[src/logic/hmbs_pkg.sv]
package hmbs_pkg;

    // ------------------------------------------------------------------
    // Command codes of the microprocessor port
    // ------------------------------------------------------------------
    localparam logic [7:0] CMD_IDENT_RD = 8'h27;
    localparam logic [7:0] CMD_SCRATCH_RD = 8'h28;
    localparam logic [7:0] CMD_SCRATCH_WR = 8'ha8;
    localparam logic [7:0] CMD_SOFT_RESET_WR = 8'ha9;
    localparam logic [7:0] CMD_BUF_STAT_RD = 8'h2c;
    localparam logic [7:0] CMD_BUF_STAT_WR = 8'hac;

    // ------------------------------------------------------------------
    // Values and widths
    // ------------------------------------------------------------------
    localparam int DATA_W = 16;
    localparam logic [15:0] RESET_COMMAND_VALUE = 16'h00f6;
    localparam logic [15:0] SCRATCH_RESET = 16'h0000;
    localparam logic [15:0] IDENT_DEFAULT = 16'h5a01; // Arbitrary value, replace per product.
    localparam int SYNC_W = DATA_W + 4;

    // ------------------------------------------------------------------
    // Field positions of the buffer status and control word
    // ------------------------------------------------------------------
    localparam int BIT_ISO_A_ENABLE = 0;
    localparam int BIT_ISO_B_ENABLE = 1;
    localparam int BIT_POLL_LIST_ENABLE = 2;
    localparam int BIT_ASYNC_LIST_ENABLE = 3;
    localparam int BIT_PAIR_TOGGLE_CLEAR = 4;
    localparam int BIT_ISO_A_IN_USE = 5;
    localparam int BIT_ISO_B_IN_USE = 6;
    localparam int BIT_ISO_A_CONSUMED = 8;
    localparam int BIT_ISO_B_CONSUMED = 9;
    localparam int BIT_PAIR_TOGGLE_STATE = 10;
    localparam logic [3:0] ENABLES_RESET = 4'h0;

    // ------------------------------------------------------------------
    // Types
    // ------------------------------------------------------------------
    typedef enum logic [1:0] {
        HMBS_ST_WAIT_CMD = 2'b01,
        HMBS_ST_DATA = 2'b10
    } hmbs_state_e;

    // Status reported by the host engine, all on the local clock.
    typedef struct packed {
        logic pair_flip;
        logic iso_b_consumed;
        logic iso_a_consumed;
        logic iso_b_in_use;
        logic iso_a_in_use;
    } hmbs_engine_s;

    // Buffer enables handed to the host engine.
    typedef struct packed {
        logic async_list_enable;
        logic poll_list_enable;
        logic iso_b_enable;
        logic iso_a_enable;
    } hmbs_enable_s;

endpackage

[src/logic/hmbs_sync.sv]
`timescale 1ns/1ps
`default_nettype none

// Two-stage synchroniser for the asynchronous microprocessor pins.
module hmbs_sync
    import hmbs_pkg::*;
#(
    parameter int WIDTH = SYNC_W,
    parameter logic [WIDTH-1:0] RESET_VALUE = '0
) (
    input wire logic clk_i,
    input wire logic rst_i,
    input wire logic [WIDTH-1:0] async_i,
    output logic [WIDTH-1:0] sync_o
);

    logic [WIDTH-1:0] meta;

    // ------------------------------------------------------------------
    // Synchroniser stages
    // ------------------------------------------------------------------
    // The first stage feeds only the second, so no logic sees a metastable value.
    genvar g;
    generate
        for (g = 0; g < WIDTH; g = g + 1) begin : g_bit
            always_ff @(posedge clk_i or posedge rst_i) begin
                if (rst_i) begin
                    meta[g] <= RESET_VALUE[g];
                    sync_o[g] <= RESET_VALUE[g];
                end else begin
                    meta[g] <= async_i[g];
                    sync_o[g] <= meta[g];
                end
            end
        end
    endgenerate

endmodule

`default_nettype wire

[src/logic/hmbs_flags.sv]
`timescale 1ns/1ps
`default_nettype none

// Bank of sticky flags: hardware sets, a clear request empties.
module hmbs_flags
    import hmbs_pkg::*;
#(
    parameter int N = 2
) (
    input wire logic clk_i,
    input wire logic rst_i,
    input wire logic [N-1:0] set_i,
    input wire logic [N-1:0] clr_i,
    output logic [N-1:0] flag_o
);

    // ------------------------------------------------------------------
    // Flags
    // ------------------------------------------------------------------
    // A set in the same cycle as a clear wins, so no completion is lost.
    genvar g;
    generate
        for (g = 0; g < N; g = g + 1) begin : g_flag
            always_ff @(posedge clk_i or posedge rst_i) begin
                if (rst_i) begin
                    flag_o[g] <= 1'b0;
                end else if (set_i[g]) begin
                    flag_o[g] <= 1'b1;
                end else if (clr_i[g]) begin
                    flag_o[g] <= 1'b0;
                end
            end
        end
    endgenerate

endmodule

`default_nettype wire

[src/logic/hmbs_regs.sv]
`timescale 1ns/1ps
`default_nettype none

module hmbs_regs
    import hmbs_pkg::*;
#(
    parameter logic [15:0] IDENTIFICATION_VALUE = IDENT_DEFAULT // Arbitrary value.
) (
    input wire logic clk_i,
    input wire logic rst_i,
    input wire logic cs_n_i,
    input wire logic cmd_sel_i,
    input wire logic wr_n_i,
    input wire logic rd_n_i,
    input wire logic [15:0] data_i,
    output logic [15:0] data_o,
    output logic data_oe_o,
    input wire hmbs_engine_s engine_i,
    input wire logic iso_a_release_i,
    input wire logic iso_b_release_i,
    output hmbs_enable_s enable_o,
    output logic pair_toggle_state_o,
    output logic soft_reset_o
);

    // ------------------------------------------------------------------
    // Pin synchronisation
    // ------------------------------------------------------------------
    localparam logic [SYNC_W-1:0] PIN_IDLE = {4'hf, 16'h0000};

    logic [SYNC_W-1:0] pins_sync;
    logic cs_n_s;
    logic cmd_sel_s;
    logic wr_n_s;
    logic rd_n_s;
    logic [15:0] data_s;
    logic wr_n_d;
    logic rd_n_d;
    logic cs_n_d;

    // Idle levels at reset keep the edge detectors from firing at release.
    hmbs_sync #(
        .WIDTH(SYNC_W),
        .RESET_VALUE(PIN_IDLE)
    ) u_sync (
        .clk_i(clk_i),
        .rst_i(rst_i),
        .async_i({cs_n_i, 1'b0, wr_n_i, rd_n_i, data_i} | {1'b0, cmd_sel_i, 18'h00000}),
        .sync_o(pins_sync)
    );

    // Unpack the synchronised pins.
    assign cs_n_s = pins_sync[19];
    assign cmd_sel_s = pins_sync[18];
    assign wr_n_s = pins_sync[17];
    assign rd_n_s = pins_sync[16];
    assign data_s = pins_sync[15:0];

    // Previous samples for strobe edge detection.
    always_ff @(posedge clk_i or posedge rst_i) begin
        if (rst_i) begin
            wr_n_d <= 1'b1;
            rd_n_d <= 1'b1;
            cs_n_d <= 1'b1;
        end else begin
            wr_n_d <= wr_n_s;
            rd_n_d <= rd_n_s;
            cs_n_d <= cs_n_s;
        end
    end

    // ------------------------------------------------------------------
    // Strobe decoding
    // ------------------------------------------------------------------
    logic wr_done;
    logic rd_start;
    logic rd_active;
    logic cmd_write;
    logic data_write;
    logic data_read;

    // A write is taken at the end of its strobe, when the data has settled.
    assign wr_done = wr_n_s && !wr_n_d && !cs_n_d;
    assign rd_start = !rd_n_s && rd_n_d && !cs_n_s;
    assign rd_active = !rd_n_s && !cs_n_s;
    assign cmd_write = wr_done && cmd_sel_s;
    assign data_write = wr_done && !cmd_sel_s;
    assign data_read = rd_start && !cmd_sel_s;

    // ------------------------------------------------------------------
    // Command phase sequencer
    // ------------------------------------------------------------------
    hmbs_state_e state;
    hmbs_state_e next_state;
    logic [7:0] command;
    logic [7:0] next_command;

    // A data phase only follows a command; a new command always restarts.
    always_comb begin
        next_state = state;
        next_command = command;
        unique case (state)
            HMBS_ST_WAIT_CMD: begin
                if (cmd_write) begin
                    next_state = HMBS_ST_DATA;
                    next_command = data_s[7:0];
                end
            end
            HMBS_ST_DATA: begin
                if (cmd_write) begin
                    next_command = data_s[7:0];
                end else if (data_write || data_read) begin
                    next_state = HMBS_ST_WAIT_CMD;
                end
            end
        endcase
    end

    always_ff @(posedge clk_i or posedge rst_i) begin
        if (rst_i) begin
            state <= HMBS_ST_WAIT_CMD;
            command <= 8'h00;
        end else begin
            state <= next_state;
            command <= next_command;
        end
    end

    // ------------------------------------------------------------------
    // Register write decode
    // ------------------------------------------------------------------
    logic in_data;
    logic scratch_wr;
    logic reset_wr;
    logic buf_wr;
    logic soft_reset_hit;

    assign in_data = (state == HMBS_ST_DATA);
    assign scratch_wr = in_data && data_write && (command == CMD_SCRATCH_WR);
    assign reset_wr = in_data && data_write && (command == CMD_SOFT_RESET_WR);
    assign buf_wr = in_data && data_write && (command == CMD_BUF_STAT_WR);
    // Any value other than the reset value leaves every register alone.
    assign soft_reset_hit = reset_wr && (data_s == RESET_COMMAND_VALUE);

    // ------------------------------------------------------------------
    // Scratch word
    // ------------------------------------------------------------------
    logic [15:0] scratch;

    always_ff @(posedge clk_i or posedge rst_i) begin
        if (rst_i) begin
            scratch <= SCRATCH_RESET;
        end else if (soft_reset_hit) begin
            scratch <= SCRATCH_RESET;
        end else if (scratch_wr) begin
            scratch <= data_s;
        end
    end

    // ------------------------------------------------------------------
    // Buffer enables and pair toggle clear bit
    // ------------------------------------------------------------------
    logic [3:0] enables;
    logic toggle_clear_bit;
    logic toggle_clear_rise;

    // Bit 4 is stored so that only a written 0-to-1 change has an effect.
    assign toggle_clear_rise = buf_wr && data_s[BIT_PAIR_TOGGLE_CLEAR] && !toggle_clear_bit;

    always_ff @(posedge clk_i or posedge rst_i) begin
        if (rst_i) begin
            enables <= ENABLES_RESET;
            toggle_clear_bit <= 1'b0;
        end else if (soft_reset_hit) begin
            enables <= ENABLES_RESET;
            toggle_clear_bit <= 1'b0;
        end else if (buf_wr) begin
            enables <= data_s[BIT_ASYNC_LIST_ENABLE:BIT_ISO_A_ENABLE];
            toggle_clear_bit <= data_s[BIT_PAIR_TOGGLE_CLEAR];
        end
    end

    // ------------------------------------------------------------------
    // Pair toggle state
    // ------------------------------------------------------------------
    // The clear is judged against the stored async enable, not the value
    // written alongside it, so a running list is never disturbed.
    logic pair_toggle;
    logic toggle_clear_ok;

    assign toggle_clear_ok = toggle_clear_rise && !enables[BIT_ASYNC_LIST_ENABLE];

    always_ff @(posedge clk_i or posedge rst_i) begin
        if (rst_i) begin
            pair_toggle <= 1'b0;
        end else if (soft_reset_hit || toggle_clear_ok) begin
            pair_toggle <= 1'b0;
        end else if (engine_i.pair_flip) begin
            pair_toggle <= !pair_toggle;
        end
    end

    // ------------------------------------------------------------------
    // Consumed flags of the iso buffers
    // ------------------------------------------------------------------
    logic [1:0] consumed;
    logic [1:0] consumed_clr;

    // A flag empties when the engine releases the buffer, when software
    // drops the buffer's enable, or on a software reset.
    assign consumed_clr[0] = iso_a_release_i || soft_reset_hit || (buf_wr && !data_s[BIT_ISO_A_ENABLE]);
    assign consumed_clr[1] = iso_b_release_i || soft_reset_hit || (buf_wr && !data_s[BIT_ISO_B_ENABLE]);

    hmbs_flags #(
        .N(2)
    ) u_flags (
        .clk_i(clk_i),
        .rst_i(rst_i),
        .set_i({engine_i.iso_b_consumed, engine_i.iso_a_consumed}),
        .clr_i(consumed_clr),
        .flag_o(consumed)
    );

    // ------------------------------------------------------------------
    // Buffer status word assembly
    // ------------------------------------------------------------------
    logic [15:0] buf_status;

    // Unlisted bits stay zero, covering the reserved positions.
    always_comb begin
        buf_status = 16'h0000;
        buf_status[BIT_PAIR_TOGGLE_STATE] = pair_toggle;
        buf_status[BIT_ISO_B_CONSUMED] = consumed[1];
        buf_status[BIT_ISO_A_CONSUMED] = consumed[0];
        buf_status[BIT_ISO_B_IN_USE] = engine_i.iso_b_in_use;
        buf_status[BIT_ISO_A_IN_USE] = engine_i.iso_a_in_use;
        buf_status[BIT_PAIR_TOGGLE_CLEAR] = toggle_clear_bit;
        buf_status[BIT_ASYNC_LIST_ENABLE:BIT_ISO_A_ENABLE] = enables;
    end

    // ------------------------------------------------------------------
    // Read data selection
    // ------------------------------------------------------------------
    logic [15:0] read_value;

    // Unknown and write-only codes read as zero.
    assign read_value = (command == CMD_IDENT_RD) ? IDENTIFICATION_VALUE :
                        (command == CMD_SCRATCH_RD) ? scratch :
                        (command == CMD_BUF_STAT_RD) ? buf_status :
                        16'h0000;

    // ------------------------------------------------------------------
    // Data bus drive
    // ------------------------------------------------------------------
    // The word is captured once at the start of the read so it stays
    // stable for the whole strobe even if the status moves meanwhile.
    always_ff @(posedge clk_i or posedge rst_i) begin
        if (rst_i) begin
            data_o <= 16'h0000;
            data_oe_o <= 1'b0;
        end else begin
            if (in_data && data_read) begin
                data_o <= read_value;
                data_oe_o <= 1'b1;
            end else if (!rd_active) begin
                data_oe_o <= 1'b0;
            end
        end
    end

    // ------------------------------------------------------------------
    // Outputs to the host engine
    // ------------------------------------------------------------------
    // The reset pulse lets the rest of the engine and the dual role logic
    // return to reset; the buffer memory must not be wired to it.
    always_ff @(posedge clk_i or posedge rst_i) begin
        if (rst_i) begin
            enable_o <= '0;
            pair_toggle_state_o <= 1'b0;
            soft_reset_o <= 1'b0;
        end else begin
            enable_o <= hmbs_enable_s'(next_enables_view(enables, buf_wr, soft_reset_hit, data_s));
            pair_toggle_state_o <= next_toggle_view(pair_toggle, soft_reset_hit || toggle_clear_ok,
                                                    engine_i.pair_flip);
            soft_reset_o <= soft_reset_hit;
        end
    end

    // Next value of the enables, so the engine sees them with the register.
    function automatic logic [3:0] next_enables_view(input logic [3:0] cur, input logic wr,
                                                     input logic srst, input logic [15:0] d);
        logic [3:0] v;
        v = cur;
        if (srst) begin
            v = ENABLES_RESET;
        end else if (wr) begin
            v = d[BIT_ASYNC_LIST_ENABLE:BIT_ISO_A_ENABLE];
        end
        return v;
    endfunction

    // Next value of the pair toggle, mirroring the toggle register.
    function automatic logic next_toggle_view(input logic cur, input logic clr, input logic flip);
        logic v;
        v = cur;
        if (clr) begin
            v = 1'b0;
        end else if (flip) begin
            v = !cur;
        end
        return v;
    endfunction

endmodule

`default_nettype wire

[config.mk]
export PLATFORM = sky130hd
export DESIGN_NAME = hmbs_regs
export DESIGN_NICKNAME = d
export VERILOG_FILES = /design/src/logic/hmbs_pkg.sv /design/src/logic/hmbs_sync.sv /design/src/logic/hmbs_flags.sv /design/src/logic/hmbs_regs.sv
export SDC_FILE = /design/constraint.sdc
export NUM_CORES = 1
export LEC_CHECK = 0
export CAP_MARGIN = 15
export CORE_UTILIZATION = 33
export DETAILED_ROUTE_END_ITERATION = 10
export DONT_BUFFER_PORTS = 1
export SLEW_MARGIN = 15
export SYNTH_ARGS = -nofsm -noshare
export SYNTH_HDL_FRONTEND = slang
export SYNTH_SLANG_ARGS = --single-unit
[constraint.sdc]
create_clock -name clk_i -period 8.7 [get_ports clk_i]
set_clock_uncertainty 0.05 [all_clocks]
set_input_delay 1.74 -clock clk_i [delete_from_list [all_inputs] [get_ports clk_i]]
set_output_delay 1.74 -clock clk_i [all_outputs]
set_load 0.02 [all_outputs]
==> results of run 1 <==
cell families (layout without fill, tap and decap cells):
family                     Yosys count  in the layout
xor gates and xnor gates             1              1
buffers and inverters                9             20
AOI/OAI and AO/OA                   38             38
muxes                               24             24
and+or+nand+nor                     80             80
adders and majority gates            2              2
DFF                                 95             95
stage by stage:
stage | instance area (sq um) | std cells | util | hold slack (ns)
after floorplan | 3435 | 249 | - | 0.2812
after global placement | 3576 | 377 | 0.3609 | 0.2828
after detailed placement | 3576 | 377 | 0.3609 | 0.2847
after CTS | 3766 | 393 | 0.3801 | 0.3078
after global routing | 3766 | 393 | 0.3801 | 0.3147
final | 3766 | 393 | 0.3801 | 0.3033
metal layers:
metal | vias to the layer above | GRT usage | routed length [microns]
met5 | - | 0 | 0
met4 | 0 | 0.07449 | 170
met3 | 13 | 0.05263 | 520
met2 | 51 | 0.1890 | 2886
met1 | 943 | 0.1672 | 2824
li1 | 885 | - | -
cell type report:
cell class,count,area share
Clock buffer,9,0.03289
Clock inverter,7,0.01761
Inverter,3,0.003322
Multi-Input combinational cell,145,0.2648
Sequential cell,95,0.6352
Tap cell,133,0.04419
Timing Repair Buffer,1,0.001993
layout by cell type (no fill, tap or decap), types with 3 or more instances in the layout:
cell and count:
a221oi_1 7, nor2_2 10, clkbuf_8 9, inv_6 3, a21oi_1 7, o21ai_0 7
dfstp_2 12, nand2_1 7, dfrtp_1 83, mux2i_1 16, o21ai_1 3, a22oi_1 3
nor2_1 38, a22o_1 8, mux2_2 8
worst max path at each step:
stage	from	endpoint	cells past startpoint
finish	enable_o[3]$_DFFE_PP0P_	enable_o[3]	0
global route	rd_n_d$_DFF_PP1_	data_o[9]$_DFFE_PP0P_	5
CTS	enable_o[3]$_DFFE_PP0P_	enable_o[3]	0
detailed placement	rst_i	data_o[11]$_DFFE_PP0P_	2
global placement	rst_i	data_o[11]$_DFFE_PP0P_	2
floorplan	rst_i	command[0]$_DFFE_PP0P_	1
Yosys cell counts, drive strengths merged (4+ instances only):
master / count / area, sq um
o21ai: 10 / 50.04
a21oi: 7 / 35.03
dfrtp: 83 / 2077
mux2i: 16 / 160.2
a221oi: 7 / 61.31
buf: 4 / 26.27
mux2: 8 / 90.09
nand2: 7 / 26.28
dfstp: 12 / 315.3
a22o: 8 / 70.07
nor2: 48 / 205.2
flip-flops by register name (all words and copies together), names as in the netlist, 2 cells and up:
register        cells
u_flags.flag_o      2
u_sync.meta        20
data_o             16
state               2
scratch            16
command             8
enables             3
u_sync.sync_o      20
worst reg2reg max path, cell delays in order, from the launching register on:
cell      delay, ns
dfstp_2        0.52
nor4b_1        0.43
and2_1         0.54
o21ai_1        0.40
a221oi_1       0.33
nor2_1         0.08
power by group:
part	switching, mW	total [mW]	internal [mW]
Clock	0.160	0.270	0.110
Sequential	0.0660	0.562	0.496
Combinational	0.0429	0.0872	0.0443
Total	0.269	0.919	0.650
==> summary.md, run 1 <==
| Metric | Value |
|---|---|
| Status | finished, final reports clean |
| Post-DR wirelength/cell | 16.29 microns |
| Syn avg cell area | 13.79 sq um |
| Worst-margin pin slew | 0.7883 ns |
| Die height | 104.0 microns |
| Post-CTS Resized | 0 |
| CP Launch Type | flop |
| Largest family of logic cells by synthesized area | simple AND/OR/NAND/NOR gates |
| Post-synthesis xor/xnor area fraction | 0.002550 |
| Syn Inst Count | 249 |
| Hold EP | u_sync.sync_o[6]$_DFF_PP0_ |
| RSZ-0062 raised after global routing | false |
| Library cells used by synthesis | 41 |
| Power Total | 0.9195 mW |
| Top FF cell, synth | dfrtp_1 |
| Clk_lat worst skew | 0.36 ns |
| Fraction of layout cells with a size suffix above 1 | 0.2038 |
| Worst Setup Slack post-DPL | 5.731 ns |
| Setup repair bufs after CTS | 0 |
| # DRC | 0 |
| Die Wd | 104.0 microns |
| Number of vias in the routed layout | 1892 |
| Core ar. | 0.009910 sq mm |
| Crit path required time | 6.91 ns |
| Worst reg2reg endpoint | data_o[9]$_DFFE_PP0P_ |
| PwrDens | 244.1 mW/mm^2 |
| FF+latch count, synth | 95 |
| Antenna violations before repair | 0 |
| Seq/Total Area, Yosys | 0.6965 |
| Final hold vios | 0 |
| Multi-input gate area | 997.2 sq um |
| Flop-to-flop setup slack | 6.24 ns |
| Slew Viols, Final | 0 |
| Vias in the first global route | 1942 |
| # diodes | 0 |
| Compound-Gate Fraction of Synth Area | 0.07650 |
| Final WS setup | 6.023 ns |
| Post-DRT Antenna Nets | 0 |
| Leakage | 1.736 nW |
| Final period util | 0.3077 |
| Num rows | 36 |
| Synth-to-Final Area Change | 9.654% |
| Initial Util | 0.3466 |
| FMAX | 0.3736 GHz |
| CP Class | flop to primary output |
| Tmin final | 2.677 ns |
| Syn Std Cell Area | 0.003435 sq mm |
| Worst vdd ir | 0.07135 mV |
| CP max FO | 4 |
| # fillers | 954 |
| CTS root buf | clkbuf_8 |
| IO Pins | 52 |
| Die area | 0.01082 sq mm |
| Simple-gate share of the synthesized area | 0.1311 |
| Post-CTS Hold Fix Bufs | 0 |
| Worst rel slew slack | 0.4725 |
| Fin Setup TNS | 0 ns |
| First-pass GRT wire length | 10750 microns |
| Avg Vias per Cell | 4.814 |
| Syn_nets | 280 |
| Synth Area in Adders | 0.007286 |
| DRT Pass-1 Iters | 4 |
| CTS tree | done |
| Finish-stage setup viols | 0 |
| Port bufs | 0 |
| CTS sink count | 95 |
| Hold Startpoint | u_sync.meta[6]$_DFF_PP0_ |
| Iteration-0 DRC Markers | 80 |
| Sequential cell area | 0.002392 sq mm |
| H-tree depth | 3 |
| Reg2reg start | rd_n_d$_DFF_PP1_ |
| GP Congestion | 0.7487 |
| Grt ovf | 0 |
| CP endpoint kind | primary output |
| Async SR Flop Fraction | 1.000 |
| Yosys warnings | 0 |
| Nets | 286 |
| Hold depth | 0 |
| Post-synthesis mux area share | 0.07286 |
| Clock Path Buffers | 2 |
| Num CTS Buffers | 9 |
| DP HPWL | 4477 microns |
| Arrival time at the worst endpoint | 0.89 ns |
| EDFF count, synth | 0 |
| Hold WC Path Type | flop to flop |
| Clock slew at reported path FFs | 0.09 ns |
| Drt total wl | 6401 microns |
| Max-Cap Viols | 0 |
| Worst r2r path cells | 5 |
| Largest net degree at the start of global routing | 59 |
| Global Route Usage Sum | 0.1313 |
(Power assumes the default switching activity.)
==> inputs of run 2 (changes only) <==
- clock period: 8.7 -> 2.16 ns (I/O delays scaled with it)
==> run 2 against run 1 <==
Sequential cell count unchanged. Critical endpoint is now enable_o[3]$_DFFE_PP0P_. First-iteration DRC count increased by 24%. Clock power increased to 4.3 times the previous value. Total power increased to 4.1 times the previous value.
==> summary.md, run 2 (synthesis gave the netlist of run 1 again) <==
| Metric | Value |
|---|---|
| Max-Cap Viols | 0 |
| Status | finished, final reports clean |
| Arrival time at the worst endpoint | 2.12 ns |
| DRT Pass-1 Iters | 4 |
| Largest registers | u_sync.meta (20), u_sync.sync_o (20) |
| Post-layout util | 0.3985 |
| CTS root buf | clkbuf_8 |
| Crit path required time | 2.36 ns |
| Number of vias in the routed layout | 1957 |
| CTS tree | done |
| Power Total | 3.802 mW |
| Global Route Usage Sum | 0.1366 |
| RSZ-0062 raised after global routing | false |
| Post-DRT Antenna Nets | 0 |
| IO Pins | 52 |
| Flop pwr share | 0.596 |
| Most common cell after layout, fill and taps aside | dfrtp_1 |
| Tmin final | 1.925 ns |
| CP Launch Type | flop |
| Internal power | 2.771 mW |
| Switching Power | 1.031 mW |
| CTS sink count | 95 |
| Clock power share | 0.303 |
| Synth-to-Final Area Change | 14.97% |
| DP HPWL | 4757 microns |
| Worst rel slew slack | 0.6726 |
| Avg Vias per Cell | 4.762 |
| Die area | 0.01082 sq mm |
| Clock Path Buffers | 2 |
| Switching Share | 0.2712 |
| Final hold vios | 0 |
| CP endpoint kind | flop |
| Clock slew at reported path FFs | 0.09 ns |
| Port bufs | 0 |
| Non-Filler Instances | 411 |
| Hold WC Path Type | input pin to flop |
| Die height | 104.0 microns |
| Worst vdd ir | 0.2532 mV |
| Largest net degree at the start of global routing | 78 |
| Finish-stage setup viols | 0 |
| Fraction of layout cells with a size suffix above 1 | 0.2338 |
| Initial Util | 0.3466 |
| # diodes | 0 |
| Core ar. | 0.009910 sq mm |
| First-pass GRT wire length | 11170 microns |
| Leakage | 1.832 nW |
| H-tree depth | 3 |
| Num rows | 36 |
| Highest-count cells in the layout ignoring fill and taps | 83 x dfrtp_1, 38 x nor2_1, 16 x mux2i_1 |
| CP Class | flop to flop |
| Slew Viols, Final | 0 |
| Vias in the first global route | 2086 |
| Grt ovf | 0 |
| PwrDens | 962.8 mW/mm^2 |
| Dpl cells | 390 |
| Combinational Power Share | 0.101 |
| Iteration-0 DRC Markers | 99 |
| FMAX | 0.5194 GHz |
| GP Congestion | 0.7523 |
| Fin Setup TNS | 0 ns |
| Num CTS Buffers | 9 |
| Worst-margin pin slew | 0.4842 ns |
| Antenna violations before repair | 1 |
| Drt total wl | 6535 microns |
| Post-DR wirelength/cell | 15.90 microns |
| Die Wd | 104.0 microns |
| CP max FO | 5 |
| Final period util | 0.8913 |
| Nets | 304 |
| # fillers | 965 |
| # DRC | 0 |
| Clk_lat worst skew | 0.35 ns |
[run 2: path summary, 6_finish.rpt]
path                       slack (ns)  depth (start not counted)                    endpoint                     start
hold reg to reg                  0.30                          0  u_sync.sync_o[1]$_DFF_PP0_  u_sync.meta[1]$_DFF_PP0_
setup reg to reg                 0.23                          5     enable_o[3]$_DFFE_PP0P_    command[2]$_DFFE_PP0P_
max in group asynchronous        0.86                          3       data_o[4]$_DFFE_PP0P_                     rst_i
hold / removal                   0.04                          0   u_sync.meta[14]$_DFF_PP0_                data_i[14]
min in group asynchronous        0.50                          2    u_sync.meta[5]$_DFF_PP0_                     rst_i
setup / recovery                 0.23                          5     enable_o[3]$_DFFE_PP0P_    command[2]$_DFFE_PP0P_
[run 2: final cells by class]
class | count | area (sq um) | share of cell area
clock inverters | 5 | 56.30 | 0.01426
inverters | 3 | 15.01 | 0.003802
well taps | 133 | 166.4 | 0.04214
flip-flops and latches | 95 | 2392 | 0.6058
multi-input cells | 145 | 997.2 | 0.2525
clock buffers | 11 | 141.4 | 0.03580
repair buffers | 19 | 180.2 | 0.04563
[run 2: per-stage QoR]
step                area (sq um)  setup WS, ns  hold slack (ns)
detailed placement          3701        0.2472           0.2786
finish                      3949        0.2348          0.04491
floorplan                   3438        0.2755           0.2812
global placement            3701        0.2653           0.2723
CTS                         3949        0.2230          0.01549
global route                3949        0.1214          0.01276
[run 2: power groups by stage]
stage          clock [mW]  sequential (mW)  combinational [mW]
2_1_floorplan           0             2.25               0.307
3_3_place_gp            0             2.30               0.375
3_5_place_dp            0             2.31               0.385
4_1_cts              1.21             2.27               0.393
5_1_grt              1.26             2.30               0.436
6_report             1.15             2.27               0.383
[run 2: timing repair]
| item | in CTS | in global routing |
|---|---|---|
| setup endpoints to repair | 0 | 0 |
| resized for setup | 0 | 0 |
| hold buffers | 5 | 0 |
| hold endpoints to repair | 10 | 0 |
| buffers inserted | 0 | 0 |
[run 2: critical path, cell delays in order, from the launching register on]
cell and delay (ns):
dfrtp_1 0.43, nor4_1 0.30, nand3b_1 0.15, or3_4 0.41, a21o_1 0.24, a22o_1 0.24
[run 2: routing by layer]
| layer | share of wire | up-vias | wire [microns] | global-route usage |
|---|---|---|---|---|
| met5 | 0.0026 | - | 17 | 0 |
| met1 | 0.44 | 984 | 2891 | 0.1733 |
| met3 | 0.065 | 11 | 422 | 0.05263 |
| met2 | 0.47 | 41 | 3081 | 0.2052 |
| met4 | 0.019 | 2 | 122 | 0.06429 |
| li1 | - | 919 | - | - |
==> inputs of run 3 (changes only) <==
- ABC_AREA: unset -> 1
==> run 3 against run 2 <==
Combinational power rose by 62%. Total power rose by 6.4%. Critical path depth rose by 2. Cell count rose by 31%. Clock power rose by 10%. First-iteration DRC count rose by 38%. Largest cell class unchanged. Worst setup slack improved by 0.021 ns. Routed wire length rose by 11%.
==> summary.md, run 3 <==
| Metric | Value |
|---|---|
| Post-DR wirelength/cell | 13.46 microns |
| Clk_lat worst skew | 0.36 ns |
| Hold depth | 0 |
| CTS sink count | 95 |
| CP Class | flop to flop |
| Worst rel slew slack | 0.5676 |
| Worst r2r path cells | 7 |
| Finish-stage setup viols | 0 |
| Met2 usage | 0.1956 |
| Max stage delay on crit path | 0.53 ns |
| Grt ovf | 0 |
| Initial Util | 0.3412 |
| Highest-count cells in the layout ignoring fill and taps | 149 x nand2_1, 83 x dfrtp_1, 32 x nand3_1 |
| Num CTS Buffers | 9 |
| Synth top cells by count | 149 x nand2_1, 83 x dfrtp_1, 32 x nand3_1 |
| Die area | 0.01169 sq mm |
| CP endpoint kind | flop |
| Die Wd | 108.1 microns |
| Buf/Inv on CP | 3 |
| IO Pins | 52 |
| H-tree depth | 3 |
| Number of vias in the routed layout | 2420 |
| DP Area | 0.003875 sq mm |
| DP HPWL | 5309 microns |
| GP Congestion | 0.8876 |
| Crit. path cell count | 7 |
| Dpl cells | 513 |
| Num rows | 38 |
| Status | finished, final reports clean |
| Non-Filler Instances | 537 |
| Die height | 108.1 microns |
| Sequential cell area | 0.002392 sq mm |
| Syn Inst Count | 377 |
| RSZ-0062 raised after global routing | false |
| FF+latch count, synth | 95 |
| Nets | 423 |
| GRT met3 Usage | 0.04762 |
| CP max FO | 17 |
| Yosys warnings | 0 |
| FMAX | 0.5252 GHz |
| CTS root buf | clkbuf_8 |
| Tmin final | 1.904 ns |
| Slew Viols, Final | 0 |
| Yosys top cell area share | 0.5591 |
| Crit path required time | 2.37 ns |
| Arrival time at the worst endpoint | 2.11 ns |
| Most common cell after layout, fill and taps aside | nand2_1 |
| Top FF cell, synth | dfrtp_1 |
| Core ar. | 0.01089 sq mm |
| Post-CTS Hold Fix Bufs | 5 |
| Leakage | 2.123 nW |
| Library cells used by synthesis | 25 |
| Iteration-0 DRC Markers | 137 |
| CTS tree | done |
| Worst vdd ir | 0.6183 mV |
| PwrDens | 968.8 mW/mm^2 |
| M1 GR Usage | 0.1912 |
| Seq/Total Area, Yosys | 0.6440 |
| # fillers | 1052 |
| Crit path max-delay cell type | nor2_2 |
| Clock slew at reported path FFs | 0.09 ns |
| Cell taking the most area after synthesis | dfrtp_1 |
| WHS | 0.04352 ns |
| Syn_nets | 408 |
| Avg Vias per Cell | 4.507 |
| Syn avg cell area | 9.854 sq um |
| Largest registers | u_sync.meta (20), u_sync.sync_o (20) |
| Post-layout util | 0.3835 |
| # diodes | 0 |
| Post-Layout Inst Area | 0.004175 sq mm |
| Worst-margin pin slew | 0.6473 ns |
| Async SR Flop Fraction | 1.000 |
| CP Cell Sequence | inv_1 > ha_1 > inv_1 > nor2_2 > inv_2 > nand2_1 > nand2_1 |
| Fraction of layout cells with a size suffix above 1 | 0.1461 |
| Post-CTS Resized | 0 |
| Antenna violations before repair | 0 |
| Setup repair bufs after CTS | 0 |
| Final period util | 0.8815 |
| Delay-heaviest family, CP | simple AND/OR/NAND/NOR gates |
| Hold WC Path Type | input pin to flop |
| CP Launch Type | flop |
| Vias in the first global route | 2432 |
| Power Total | 4.045 mW |
| Most frequent cell after synthesis | nand2_1 |
| Final WS setup | 0.2560 ns |
| EDFF count, synth | 0 |
| Multi-input gate area | 0.001126 sq mm |
| # DRC | 0 |
| Gr busiest metal | met2 |
| Global Route Usage Sum | 0.1398 |
| Drt total wl | 7228 microns |
| Largest net degree at the start of global routing | 41 |
| Worst Setup Slack post-DPL | 0.2781 ns |
| Synth-to-Final Area Change | 12.39% |
| DRT Pass-1 Iters | 4 |
| Max-Cap Viols | 0 |
| Final hold vios | 0 |
| First-pass GRT wire length | 12210 microns |
| Fin Setup TNS | 0 ns |
| Post-DRT Antenna Nets | 0 |
| Ranking of synthesized cells by area | dfrtp_1 56%, nand2_1 15%, dfstp_2 8.5% |
| Clock Path Buffers | 2 |
| Port bufs | 0 |
| Syn Std Cell Area | 0.003715 sq mm |
## run 3: cell types whose count changed after synthesis, moves of 6 or more
cell,before,now
nand2_1,7,149
nand3_1,2,32
inv_1,3,29
nor2_1,38,18
mux2i_1,16,0
a22o_1,8,0
nand3_2,0,8
a221oi_1,7,0
a21oi_1,7,1
mux2_2,8,2
## run 3: power by group
group | leakage, nW | internal, mW | switching [mW]
sequential | 1.18 | 1.98 | 0.182
combinational | 0.839 | 0.207 | 0.412
clock | 0.103 | 0.658 | 0.609
total | 2.12 | 2.84 | 1.20
## run 3: cell families (layout without fill, tap and decap cells)
group / count (synthesis) / after routing / synth area share
adders and majority gates: 2 / 2 / 0.006735
and+or+nand+nor: 228 / 228 / 0.2772
muxes: 2 / 2 / 0.006062
DFF: 95 / 95 / 0.6440
xor gates and xnor gates: 1 / 1 / 0.002358
buffers and inverters: 41 / 61 / 0.05288
AOI/OAI and AO/OA: 8 / 8 / 0.01078
## run 3: area by class of cell
class	instances	share of cell area
Clock buffer	10	0.03057
Multi-Input combinational cell	241	0.2697
Tap cell	140	0.04195
Timing Repair Buffer	11	0.03057
Inverter	34	0.03206
Sequential cell	95	0.5730
Clock inverter	6	0.02218
## run 3: worst paths after layout
path	end	from	slack [ns]
max	data_o[4]$_DFFE_PP0P_	state[0]$_DFFE_PP1P_	0.26
min	u_sync.meta[1]$_DFF_PP0_	data_i[1]	0.04
max reg2reg	data_o[4]$_DFFE_PP0P_	state[0]$_DFFE_PP1P_	0.26
min reg2reg	u_sync.sync_o[1]$_DFF_PP0_	u_sync.meta[1]$_DFF_PP0_	0.30
max in group asynchronous	u_sync.sync_o[16]$_DFF_PP1_	rst_i	0.87
min in group asynchronous	soft_reset_o$_DFF_PP0_	rst_i	0.58
## run 3: layer usage
layer,wire [microns],part of all wire,up-vias
met1,3473,0.48,1124
met4,199,0.028,0
li1,-,-,1201
met3,534,0.074,16
met5,0,0,-
met2,3020,0.42,79
## run 3: worst register-to-register path: cells and delay by family (launching register included)
kind                       cells  cell delay (ns)
and+or+nand+nor                3             0.72
buffers and inverters          3             0.45
DFF                            1             0.39
adders and majority gates      1             0.20
